**src/design/ucsc_defs.vh**
```
/*
 * Constants for the charge scheme controller: clock, bias codes, timing.
 * Assumes a 200 MHz core clock; included by the controller only.
 */
`ifndef UCSC_DEFS_VH
`define UCSC_DEFS_VH

`define UCSC_CLK_MHZ 200
// Bias select codes to the analog data-line drivers
`define UCSC_BIAS_OPEN 3'h0
`define UCSC_BIAS_LOW 3'h1
`define UCSC_BIAS_MID 3'h2
`define UCSC_BIAS_HIGH 3'h3
`define UCSC_BIAS_PULLUP 3'h4
`define UCSC_BIAS_SHORT 3'h5
// Brief pull-up interval, ms
`define UCSC_PULLUP_MS 100
// High-current confirmation interval, ms
`define UCSC_CONFIRM_MS 500
// Output discharge interval, ms
`define UCSC_DISCH_MS 200
// Full-speed recognition interval, s
`define UCSC_FS_SEC 11
`define UCSC_PULLUP_CYC (`UCSC_PULLUP_MS * 1000 * `UCSC_CLK_MHZ)
`define UCSC_CONFIRM_CYC (`UCSC_CONFIRM_MS * 1000 * `UCSC_CLK_MHZ)
`define UCSC_DISCH_CYC (`UCSC_DISCH_MS * 1000 * `UCSC_CLK_MHZ)
// Kept at 32 bits: the count fits, the cycle parameters are 32 wide
`define UCSC_FS_CYC (32'h000F4240 * `UCSC_FS_SEC * `UCSC_CLK_MHZ)

`endif

```
**src/design/ucsc_ctrl.v**
```verilog
/*
 * Charge scheme controller: mode decode, automatic charger state machine,
 * data-line switch gating, output discharge and HID wake detection.
 * Assumes analog bias drivers, current comparators and a power switch
 * outside; all pins other than clock and rstn are asynchronous.
 */
// Behaviour
// - Low scheme: positive 2.0V, negative 2.7V
// - Mid scheme swaps low-scheme bias levels
// - High scheme: both lines at 2.7V
// - Pull-up 1.2V briefly, then shorted mode
// - Automatic mode starts in low scheme
// - BC1.2 attach: discharge, power on, pull-up, short
// - Shorted until line released, then low scheme
// - Low-scheme device keeps low scheme
// - Above 900mA go mid, confirm charging
// - Above 1.8A go high scheme
// - Keep higher scheme while above 900mA, low after 500ms below
// - Forced modes hold one scheme only
// - Switches close in port modes with permit
// - Charging port keeps switches closed during handshake
// - Open on permit low, pins low, dedicated
// - Switches open throughout output discharge
// - Clear holds initial discharging state
// - Discharge: switch off, then back on
// - HID detected: ignore changes to 011
// - Classify low-speed and full-speed idle lines
// - Full speed needs 11s without positive drop
// - After wake, accept pin changes freely
// - Follow mode pins except HID override
// - No discharge between 1111 and 1110
`timescale 1ns/1ps
`include "ucsc_defs.vh"

module ucsc_ctrl #(
    parameter [31:0] PULLUP_CYC = `UCSC_PULLUP_CYC,
    parameter [31:0] CONFIRM_CYC = `UCSC_CONFIRM_CYC,
    parameter [31:0] DISCH_CYC = `UCSC_DISCH_CYC,
    parameter [31:0] FS_CYC = `UCSC_FS_CYC
) (
    input wire clock,
    input wire rstn,
    input wire mode_pin_a,
    input wire mode_pin_b,
    input wire mode_pin_c,
    input wire current_threshold_choice,
    input wire switch_permit,
    input wire dp_high,
    input wire dm_high,
    input wire bc12_attach,
    input wire over_900ma,
    input wire over_1800ma,
    output reg [2:0] bias_sel_q,
    output reg power_on_q,
    output reg discharge_q,
    output reg data_switch_q,
    output reg hid_detected_q
);

// ----------------------------------------
// Input synchronisers
// ----------------------------------------
reg [9:0] sync1_q;
reg [9:0] sync2_q;
always @(posedge clock or negedge rstn) begin
    if (!rstn) begin
        sync1_q <= 10'h000;
        sync2_q <= 10'h000;
    end else begin
        sync1_q <= {mode_pin_a, mode_pin_b, mode_pin_c,
                    current_threshold_choice, switch_permit, dp_high,
                    dm_high, bc12_attach, over_900ma, over_1800ma};
        sync2_q <= sync1_q;
    end
end
wire [3:0] pins = sync2_q[9:6];
wire permit = sync2_q[5];
wire dp = sync2_q[4];
wire dm = sync2_q[3];
wire attach = sync2_q[2];
wire i900 = sync2_q[1];
wire i1800 = sync2_q[0];

// ----------------------------------------
// Mode decode
// ----------------------------------------
localparam [2:0] M_DISCH = 3'h0;
localparam [2:0] M_AUTO = 3'h1;
localparam [2:0] M_SDP = 3'h2;
localparam [2:0] M_SHORT = 3'h3;
localparam [2:0] M_DIV = 3'h4;
localparam [2:0] M_CDP = 3'h5;

function [2:0] mode_of;
    input [3:0] p;
    begin
        case (p[3:1])
            3'h0: mode_of = M_DISCH;
            3'h1: mode_of = M_AUTO;
            3'h2: mode_of = M_SDP;
            3'h3: mode_of = M_AUTO;
            3'h4: mode_of = M_SHORT;
            3'h5: mode_of = M_DIV;
            3'h6: mode_of = M_SDP;
            default: mode_of = p[0] ? M_CDP : M_SDP;
        endcase
    end
endfunction

function is_port;
    input [2:0] m;
    begin
        is_port = (m == M_SDP) || (m == M_CDP);
    end
endfunction

// ----------------------------------------
// Mode tracking with HID override
// ----------------------------------------
reg [3:0] pins_q;
reg [2:0] mode_q;
reg init_q;
wire [2:0] new_mode = mode_of(pins);
wire to_011 = (pins[3:1] == 3'h3);
wire from_wake = (pins_q[3:1] == 3'h7) || (pins_q[3:1] == 3'h6) ||
                 (pins_q[3:1] == 3'h2);
wire hold = hid_detected_q && to_011 && from_wake;
wire pins_chg = (pins != pins_q) && !hold;
wire cdp_pair = (pins[3:1] == 3'h7) && (pins_q[3:1] == 3'h7);

// ----------------------------------------
// Charger state machine
// ----------------------------------------
localparam [2:0] S_INIT = 3'h0;
localparam [2:0] S_LOW = 3'h1;
localparam [2:0] S_MID = 3'h2;
localparam [2:0] S_HIGH = 3'h3;
localparam [2:0] S_DISCH = 3'h4;
localparam [2:0] S_PULL = 3'h5;
localparam [2:0] S_SHORT = 3'h6;
localparam [2:0] S_FIXED = 3'h7;

reg [2:0] st_q;
reg [2:0] after_q;
reg [31:0] cnt_q;
reg [63:0] fs_cnt_q;
reg fs_cand_q;
reg dp_dropped_q;

// Port output off and discharging in these states
function in_disch;
    input [2:0] s;
    begin
        in_disch = (s == S_DISCH) || (s == S_INIT);
    end
endfunction

always @(posedge clock or negedge rstn) begin
    if (!rstn) begin
        st_q <= S_INIT;
        after_q <= S_LOW;
        cnt_q <= 32'h00000000;
        pins_q <= 4'h0;
        mode_q <= M_DISCH;
        init_q <= 1'b1;
    end else if (init_q || pins_chg) begin
        init_q <= 1'b0;
        pins_q <= pins;
        mode_q <= new_mode;
        cnt_q <= 32'h00000000;
        if (init_q || !cdp_pair) begin
            st_q <= S_DISCH;
            after_q <= (new_mode == M_AUTO) ? S_LOW : S_FIXED;
        end
    end else begin
        case (st_q)
            S_DISCH: begin
                if (mode_q == M_DISCH) begin
                    cnt_q <= 32'h00000000;
                end else if (cnt_q >= DISCH_CYC - 32'h1) begin
                    cnt_q <= 32'h00000000;
                    st_q <= after_q;
                end else begin
                    cnt_q <= cnt_q + 32'h1;
                end
            end
            S_LOW: begin
                cnt_q <= 32'h00000000;
                if (attach) begin
                    st_q <= S_DISCH;
                    after_q <= S_PULL;
                end else if (i1800) begin
                    st_q <= S_HIGH;
                end else if (i900) begin
                    st_q <= S_MID;
                end
            end
            S_MID, S_HIGH: begin
                if (i1800 && st_q == S_MID) begin
                    st_q <= S_HIGH;
                    cnt_q <= 32'h00000000;
                end else if (i900) begin
                    cnt_q <= 32'h00000000;
                end else if (cnt_q >= CONFIRM_CYC - 32'h1) begin
                    st_q <= S_LOW;
                    cnt_q <= 32'h00000000;
                end else begin
                    cnt_q <= cnt_q + 32'h1;
                end
            end
            S_PULL: begin
                if (cnt_q >= PULLUP_CYC - 32'h1) begin
                    st_q <= S_SHORT;
                    cnt_q <= 32'h00000000;
                end else begin
                    cnt_q <= cnt_q + 32'h1;
                end
            end
            S_SHORT: begin
                if (!attach) begin
                    st_q <= S_LOW;
                end
            end
            S_FIXED: begin
                cnt_q <= 32'h00000000;
            end
            default: begin
                st_q <= S_DISCH;
            end
        endcase
    end
end

// ----------------------------------------
// HID detection
// ----------------------------------------
always @(posedge clock or negedge rstn) begin
    if (!rstn) begin
        fs_cnt_q <= 64'h0;
        fs_cand_q <= 1'b0;
        dp_dropped_q <= 1'b0;
        hid_detected_q <= 1'b0;
    end else if (!is_port(mode_q) || st_q != S_FIXED) begin
        fs_cnt_q <= 64'h0;
        fs_cand_q <= 1'b0;
        dp_dropped_q <= 1'b0;
        if (!(hold || mode_q == M_AUTO)) begin
            hid_detected_q <= 1'b0;
        end
    end else if (dm && !dp) begin
        hid_detected_q <= 1'b1;
    end else if (dp && !dm) begin
        fs_cand_q <= 1'b1;
        if (!dp_dropped_q && fs_cnt_q >= FS_CYC - 64'h1) begin
            hid_detected_q <= 1'b1;
        end else begin
            fs_cnt_q <= fs_cnt_q + 64'h1;
        end
    end else if (fs_cand_q && !dp) begin
        dp_dropped_q <= 1'b1;
        hid_detected_q <= 1'b0;
    end else if (!dp && !dm) begin
        fs_cnt_q <= 64'h0;
        fs_cand_q <= 1'b0;
        dp_dropped_q <= 1'b0;
        hid_detected_q <= 1'b0;
    end
end

// ----------------------------------------
// Outputs
// ----------------------------------------
always @(posedge clock or negedge rstn) begin
    if (!rstn) begin
        bias_sel_q <= `UCSC_BIAS_OPEN;
        power_on_q <= 1'b0;
        discharge_q <= 1'b1;
        data_switch_q <= 1'b0;
    end else begin
        power_on_q <= !in_disch(st_q);
        discharge_q <= in_disch(st_q);
        data_switch_q <= permit && is_port(mode_q) &&
                         (st_q == S_FIXED);
        case (st_q)
            S_LOW: bias_sel_q <= `UCSC_BIAS_LOW;
            S_MID: bias_sel_q <= `UCSC_BIAS_MID;
            S_HIGH: bias_sel_q <= `UCSC_BIAS_HIGH;
            S_PULL: bias_sel_q <= `UCSC_BIAS_PULLUP;
            S_SHORT: bias_sel_q <= `UCSC_BIAS_SHORT;
            S_FIXED: begin
                if (mode_q == M_SHORT) begin
                    bias_sel_q <= `UCSC_BIAS_SHORT;
                end else if (mode_q == M_DIV) begin
                    bias_sel_q <= `UCSC_BIAS_LOW;
                end else begin
                    bias_sel_q <= `UCSC_BIAS_OPEN;
                end
            end
            default: bias_sel_q <= `UCSC_BIAS_OPEN;
        endcase
    end
end

endmodule // ucsc_ctrl

```
**config.mk**
```make
export PLATFORM = sky130hd
export DESIGN_NAME = ucsc_ctrl
export DESIGN_NICKNAME = d
export VERILOG_FILES = /design/src/design/ucsc_ctrl.v
export VERILOG_INCLUDE_DIRS = /design/src /design/src/design
export SDC_FILE = /design/constraint.sdc
export NUM_CORES = 1
export LEC_CHECK = 0
export ABC_AREA = 0
export BUFFER_PORTS_ARGS = -buffer_cell sky130_fd_sc_hd__buf_2
export CORE_MARGIN = 2
export CORE_UTILIZATION = 63
export DETAILED_ROUTE_END_ITERATION = 16
export GPL_ROUTABILITY_DRIVEN = 0
export PLACE_DENSITY = 0.84
export RECOVER_POWER = 50
export SYNTH_ARGS = -nofsm -noshare
export SYNTH_HDL_FRONTEND = slang
export SYNTH_SLANG_ARGS = --single-unit
export TNS_END_PERCENT = 10
```
**constraint.sdc**
```tcl
create_clock -name clock -period 3.65 [get_ports clock]
set_input_delay 0.73 -clock clock [delete_from_list [all_inputs] [get_ports clock]]
set_output_delay 0.73 -clock clock [all_outputs]
set_load 0.1 [all_outputs]
```
==> flow_summary_export.csv <==
group,metric,value,unit
logic_synthesis,synth_cells,821,
floorplanning,start_util,65.1,%
floorplanning,rows,39,
grt,antenna_found_initial,0,
pwr,p_comb_share,2.6,%
worst_hold_path,hold_depth,0,
pwr,p_leak,3.33,nW
clock_tree,post_cts_resized,0,
grt,overflow,0,
timing,worst_pin_slew,2010,ps
finish,multiInputGateArea,3770,um^2
pwr,p_switching,0.801,mW
floorplanning,die_h,113,um
finish,fillers,818,
worst_hold_path,holdPathEnd,"sync2_q[3]$_DFF_PN0_",
timing,final_max_slew_viol_count,82,
floorplanning,fp.coreArea,11500,um^2
route,dr_total_vias,6403,
logic_synthesis,ys_seq_elements,138,
clock_tree,cts-root-buf,"clkbuf_16",
timing,setup_viol_count_final,0,
worst_hold_path,hp-class,"register to register",
critical_path,crit_buf_inv,0,
floorplanning,die_x,113,um
placement,io_buffers,18,
pwr,clock_power_share,49.5,%
critical_path,required,3960,ps
logic_synthesis,synth_enable_flop_cells,0,
placement,post-place-ws,491,ps
timing,finalHoldWorstSlack,349,ps
grt,grt_pass1_wl,30000,um
critical_path,critPathLaunchType,"register",
route,wl_per_cell,17.9,um
logic_synthesis,ys.flop_type,"dfrtp_1",
clock_tree,cts_hold_buf,0,
critical_path,worstRegToRegCells,7,
critical_path,critical_path_class,"register to register",
pwr,pwr-share-seq,47.9,%
route,routed_wl,17500,um
placement,placed_cell_area,7690,um^2
logic_synthesis,ys_types,69,
finish,syn2layout_area_growth,9.95,%
logic_synthesis,async_reset_ff_share,100,%
run_status,status,"finished with violations",
run_status,violations,"max-capacitance violations, max-slew violations",
clock_tree,cts-buffers-inserted,17,
grt,grt_usage,29.1,%
flow_run,max_cap_viol_count,1,
logic_synthesis,ys_warn_count,0,
critical_path,slowest_delay,970,ps
critical_path,cp_max_fo,29,
timing,rsz0062_at_grt,"false",
logic_synthesis,synth_top_cell_by_area,"dfrtp_1",
grt,grt_max_degree,83,
timing,hold_viol,0,
finish,drive_above_1_share,10.3,%
critical_path,crit_family,"compound AO/OA/AOI/OAI gates",
timing,finClkSkew,9.30,ps
clock_tree,clk_latency,430,ps
pwr,p_int,2.47,mW
critical_path,rr_endpoint,"fs_cnt_q[25]$_DFFE_PN0P_",
route,drc,0,
clock_tree,h-tree-depth,4,
pwr,power.density,397,nW/um^2
logic_synthesis,yosysSeqAreaShare,46.1,%
logic_synthesis,yosys.area.top_type_share,45.4,%
floorplanning,io_pins,19,
worst_hold_path,hold_start,"sync1_q[3]$_DFF_PN0_",
timing,timing.fmax,297,MHz
timing,timing.final.crit_share,92.3,%
finish,regArea,3460,um^2
route,antenna_left,0,
route,firstDrtPassIters,5,
timing,tns,0,ps
clock_tree,postCtsSetupBuffers,0,
logic_synthesis,yosys-top-cells-count,"dfrtp_1 (136), nor2_1 (99), a21oi_1 (60)",
critical_path,worst_path_max_delay_cell,"a2111oi_0",
grt,grt_pass1_vias,6217,
pwr,switching_share,24.5,%
timing,finalWorstSetupSlack,281,ps
critical_path,worstPathArrival,3680,ps
logic_synthesis,synth_area,7500,um^2
placement,dp_hpwl,11500,um
pwr,peakVddDrop,0.483,mV
critical_path,cp_cell_sequence,"nor4_1 -> a211oi_1 -> o21ai_0 -> a31oi_4 -> a2111oi_0 -> nand3_1 -> mux2i_1",
logic_synthesis,yosys-top-cells-area,"dfrtp_1 (45%), xnor2_1 (5.7%), nor2_1 (5.0%)",
timing,min_period,3370,ps
logic_synthesis,syn-num-nets,838,
finish,diodes,0,
route,vias_per_cell,6.57,
clock_tree,cts.path.max_buffers,2,
logic_synthesis,yosysMostFrequentCell,"dfrtp_1",
critical_path,reg2reg_from,"fs_cnt_q[19]$_DFFE_PN0P_",
floorplanning,dieArea,12800,um^2
finish,fin_nets,836,
logic_synthesis,avgSynthCellArea,9.13,um^2
critical_path,rrSetupSlack,280,ps
clock_tree,clk_pin_slew,60,ps
critical_path,setup.worst_path.end_class,"register",
finish,design_area,8240,um^2
clock_tree,cts_tree,"done",
timing,slew_headroom,-34.2,%
clock_tree,cts.sinks,138,
route,drt_first_iter_violations,618,
-- flip-flops by register name, indices dropped and copies added, names as in the netlist --
signal and count:
pins_q 4, cnt_q 32, fs_cnt_q 64, fs_cand_q 1
power_on_q 1, after_q 2, data_switch_q 1, discharge_q 1
hid_detected_q 1, bias_sel_q 3, mode_q 3, sync2_q 10
init_q 1, st_q 3, dp_dropped_q 1, sync1_q 10
-- cell families after synthesis --
group,Yosys count,synth area share (%)
buffers and inverters,72,3.91
adder cells (fa/ha/maj),5,0.835
flip-flops,138,46.1
other,1,0.0500
XOR/XNOR,66,7.71
AO/OA/AOI/OAI,165,14.5
multiplexers,7,1.00
AND/OR/NAND/NOR,367,25.9
-- how the worst max path moves through the flow --
| stage | start | endpoint | slack, ps | cells after the start |
|---|---|---|---|---|
| after CTS | fs_cnt_q[19]$_DFFE_PN0P_ | fs_cnt_q[25]$_DFFE_PN0P_ | 370 | 7 |
| after floorplan | cnt_q[17]$_DFFE_PN0P_ | cnt_q[26]$_DFFE_PN0P_ | 1000 | 9 |
| after detailed placement | fs_cnt_q[20]$_DFFE_PN0P_ | fs_cnt_q[25]$_DFFE_PN0P_ | 490 | 7 |
| after global placement | fs_cnt_q[10]$_DFFE_PN0P_ | fs_cnt_q[63]$_DFFE_PN0P_ | 770 | 7 |
| final | fs_cnt_q[19]$_DFFE_PN0P_ | fs_cnt_q[25]$_DFFE_PN0P_ | 280 | 7 |
| after global routing | fs_cnt_q[19]$_DFFE_PN0P_ | fs_cnt_q[25]$_DFFE_PN0P_ | 230 | 7 |
-- final cells by class --
cell class | instances | area share, %
clock buffer | 17 | 5.16
tap | 143 | 2.17
inverter | 19 | 0.865
multi-input combinational | 611 | 45.8
timing repair buffer | 32 | 2.52
sequential | 138 | 41.9
clock inverter | 15 | 1.56
-- power by group through the flow --
stage	Sequential [mW]	Clock [mW]	Combinational, mW
6_report	1.57	1.62	0.0846
2_1_floorplan	1.59	0	0.0407
4_1_cts	1.57	1.64	0.0872
3_3_place_gp	1.59	0	0.0824
5_1_grt	1.57	1.70	0.0966
3_5_place_dp	1.60	0	0.0864
-- per-stage QoR --
| step | utilization (%) | cells | power (mW) |
|---|---|---|---|
| 6_report | 71.6 | 975 | 3.27 |
| 5_1_grt | 71.6 | 975 | 3.37 |
| 4_1_cts | 71.6 | 975 | 3.29 |
| 3_5_place_dp | 66.8 | 943 | 1.68 |
| 3_3_place_gp | 66.8 | 943 | 1.68 |
| 2_1_floorplan | - | 821 | 1.63 |
-- placed cells by master (no fill, tap or decap), types with 19 or more instances in the layout --
cell type | synthesis | routed
dfrtp_1 | 136 | 136
nor2_1 | 99 | 98
a21oi_1 | 60 | 60
nand2_1 | 58 | 58
xnor2_1 | 49 | 49
nand4_1 | 43 | 43
nand3_1 | 42 | 42
o21ai_0 | 28 | 27
inv_1 | 19 | 19
nor4_1 | 19 | 19
-- per-layer routing --
metal | vias to the layer above | track usage (%) | wire length, um
met5 | - | 0 | 0
met4 | 0 | 11.8 | 455
met3 | 52 | 7.39 | 1050
met2 | 237 | 44.5 | 8320
met1 | 3126 | 40.1 | 7650
li1 | 2988 | - | -
Note: power is estimated with default switching activity, not from simulation.
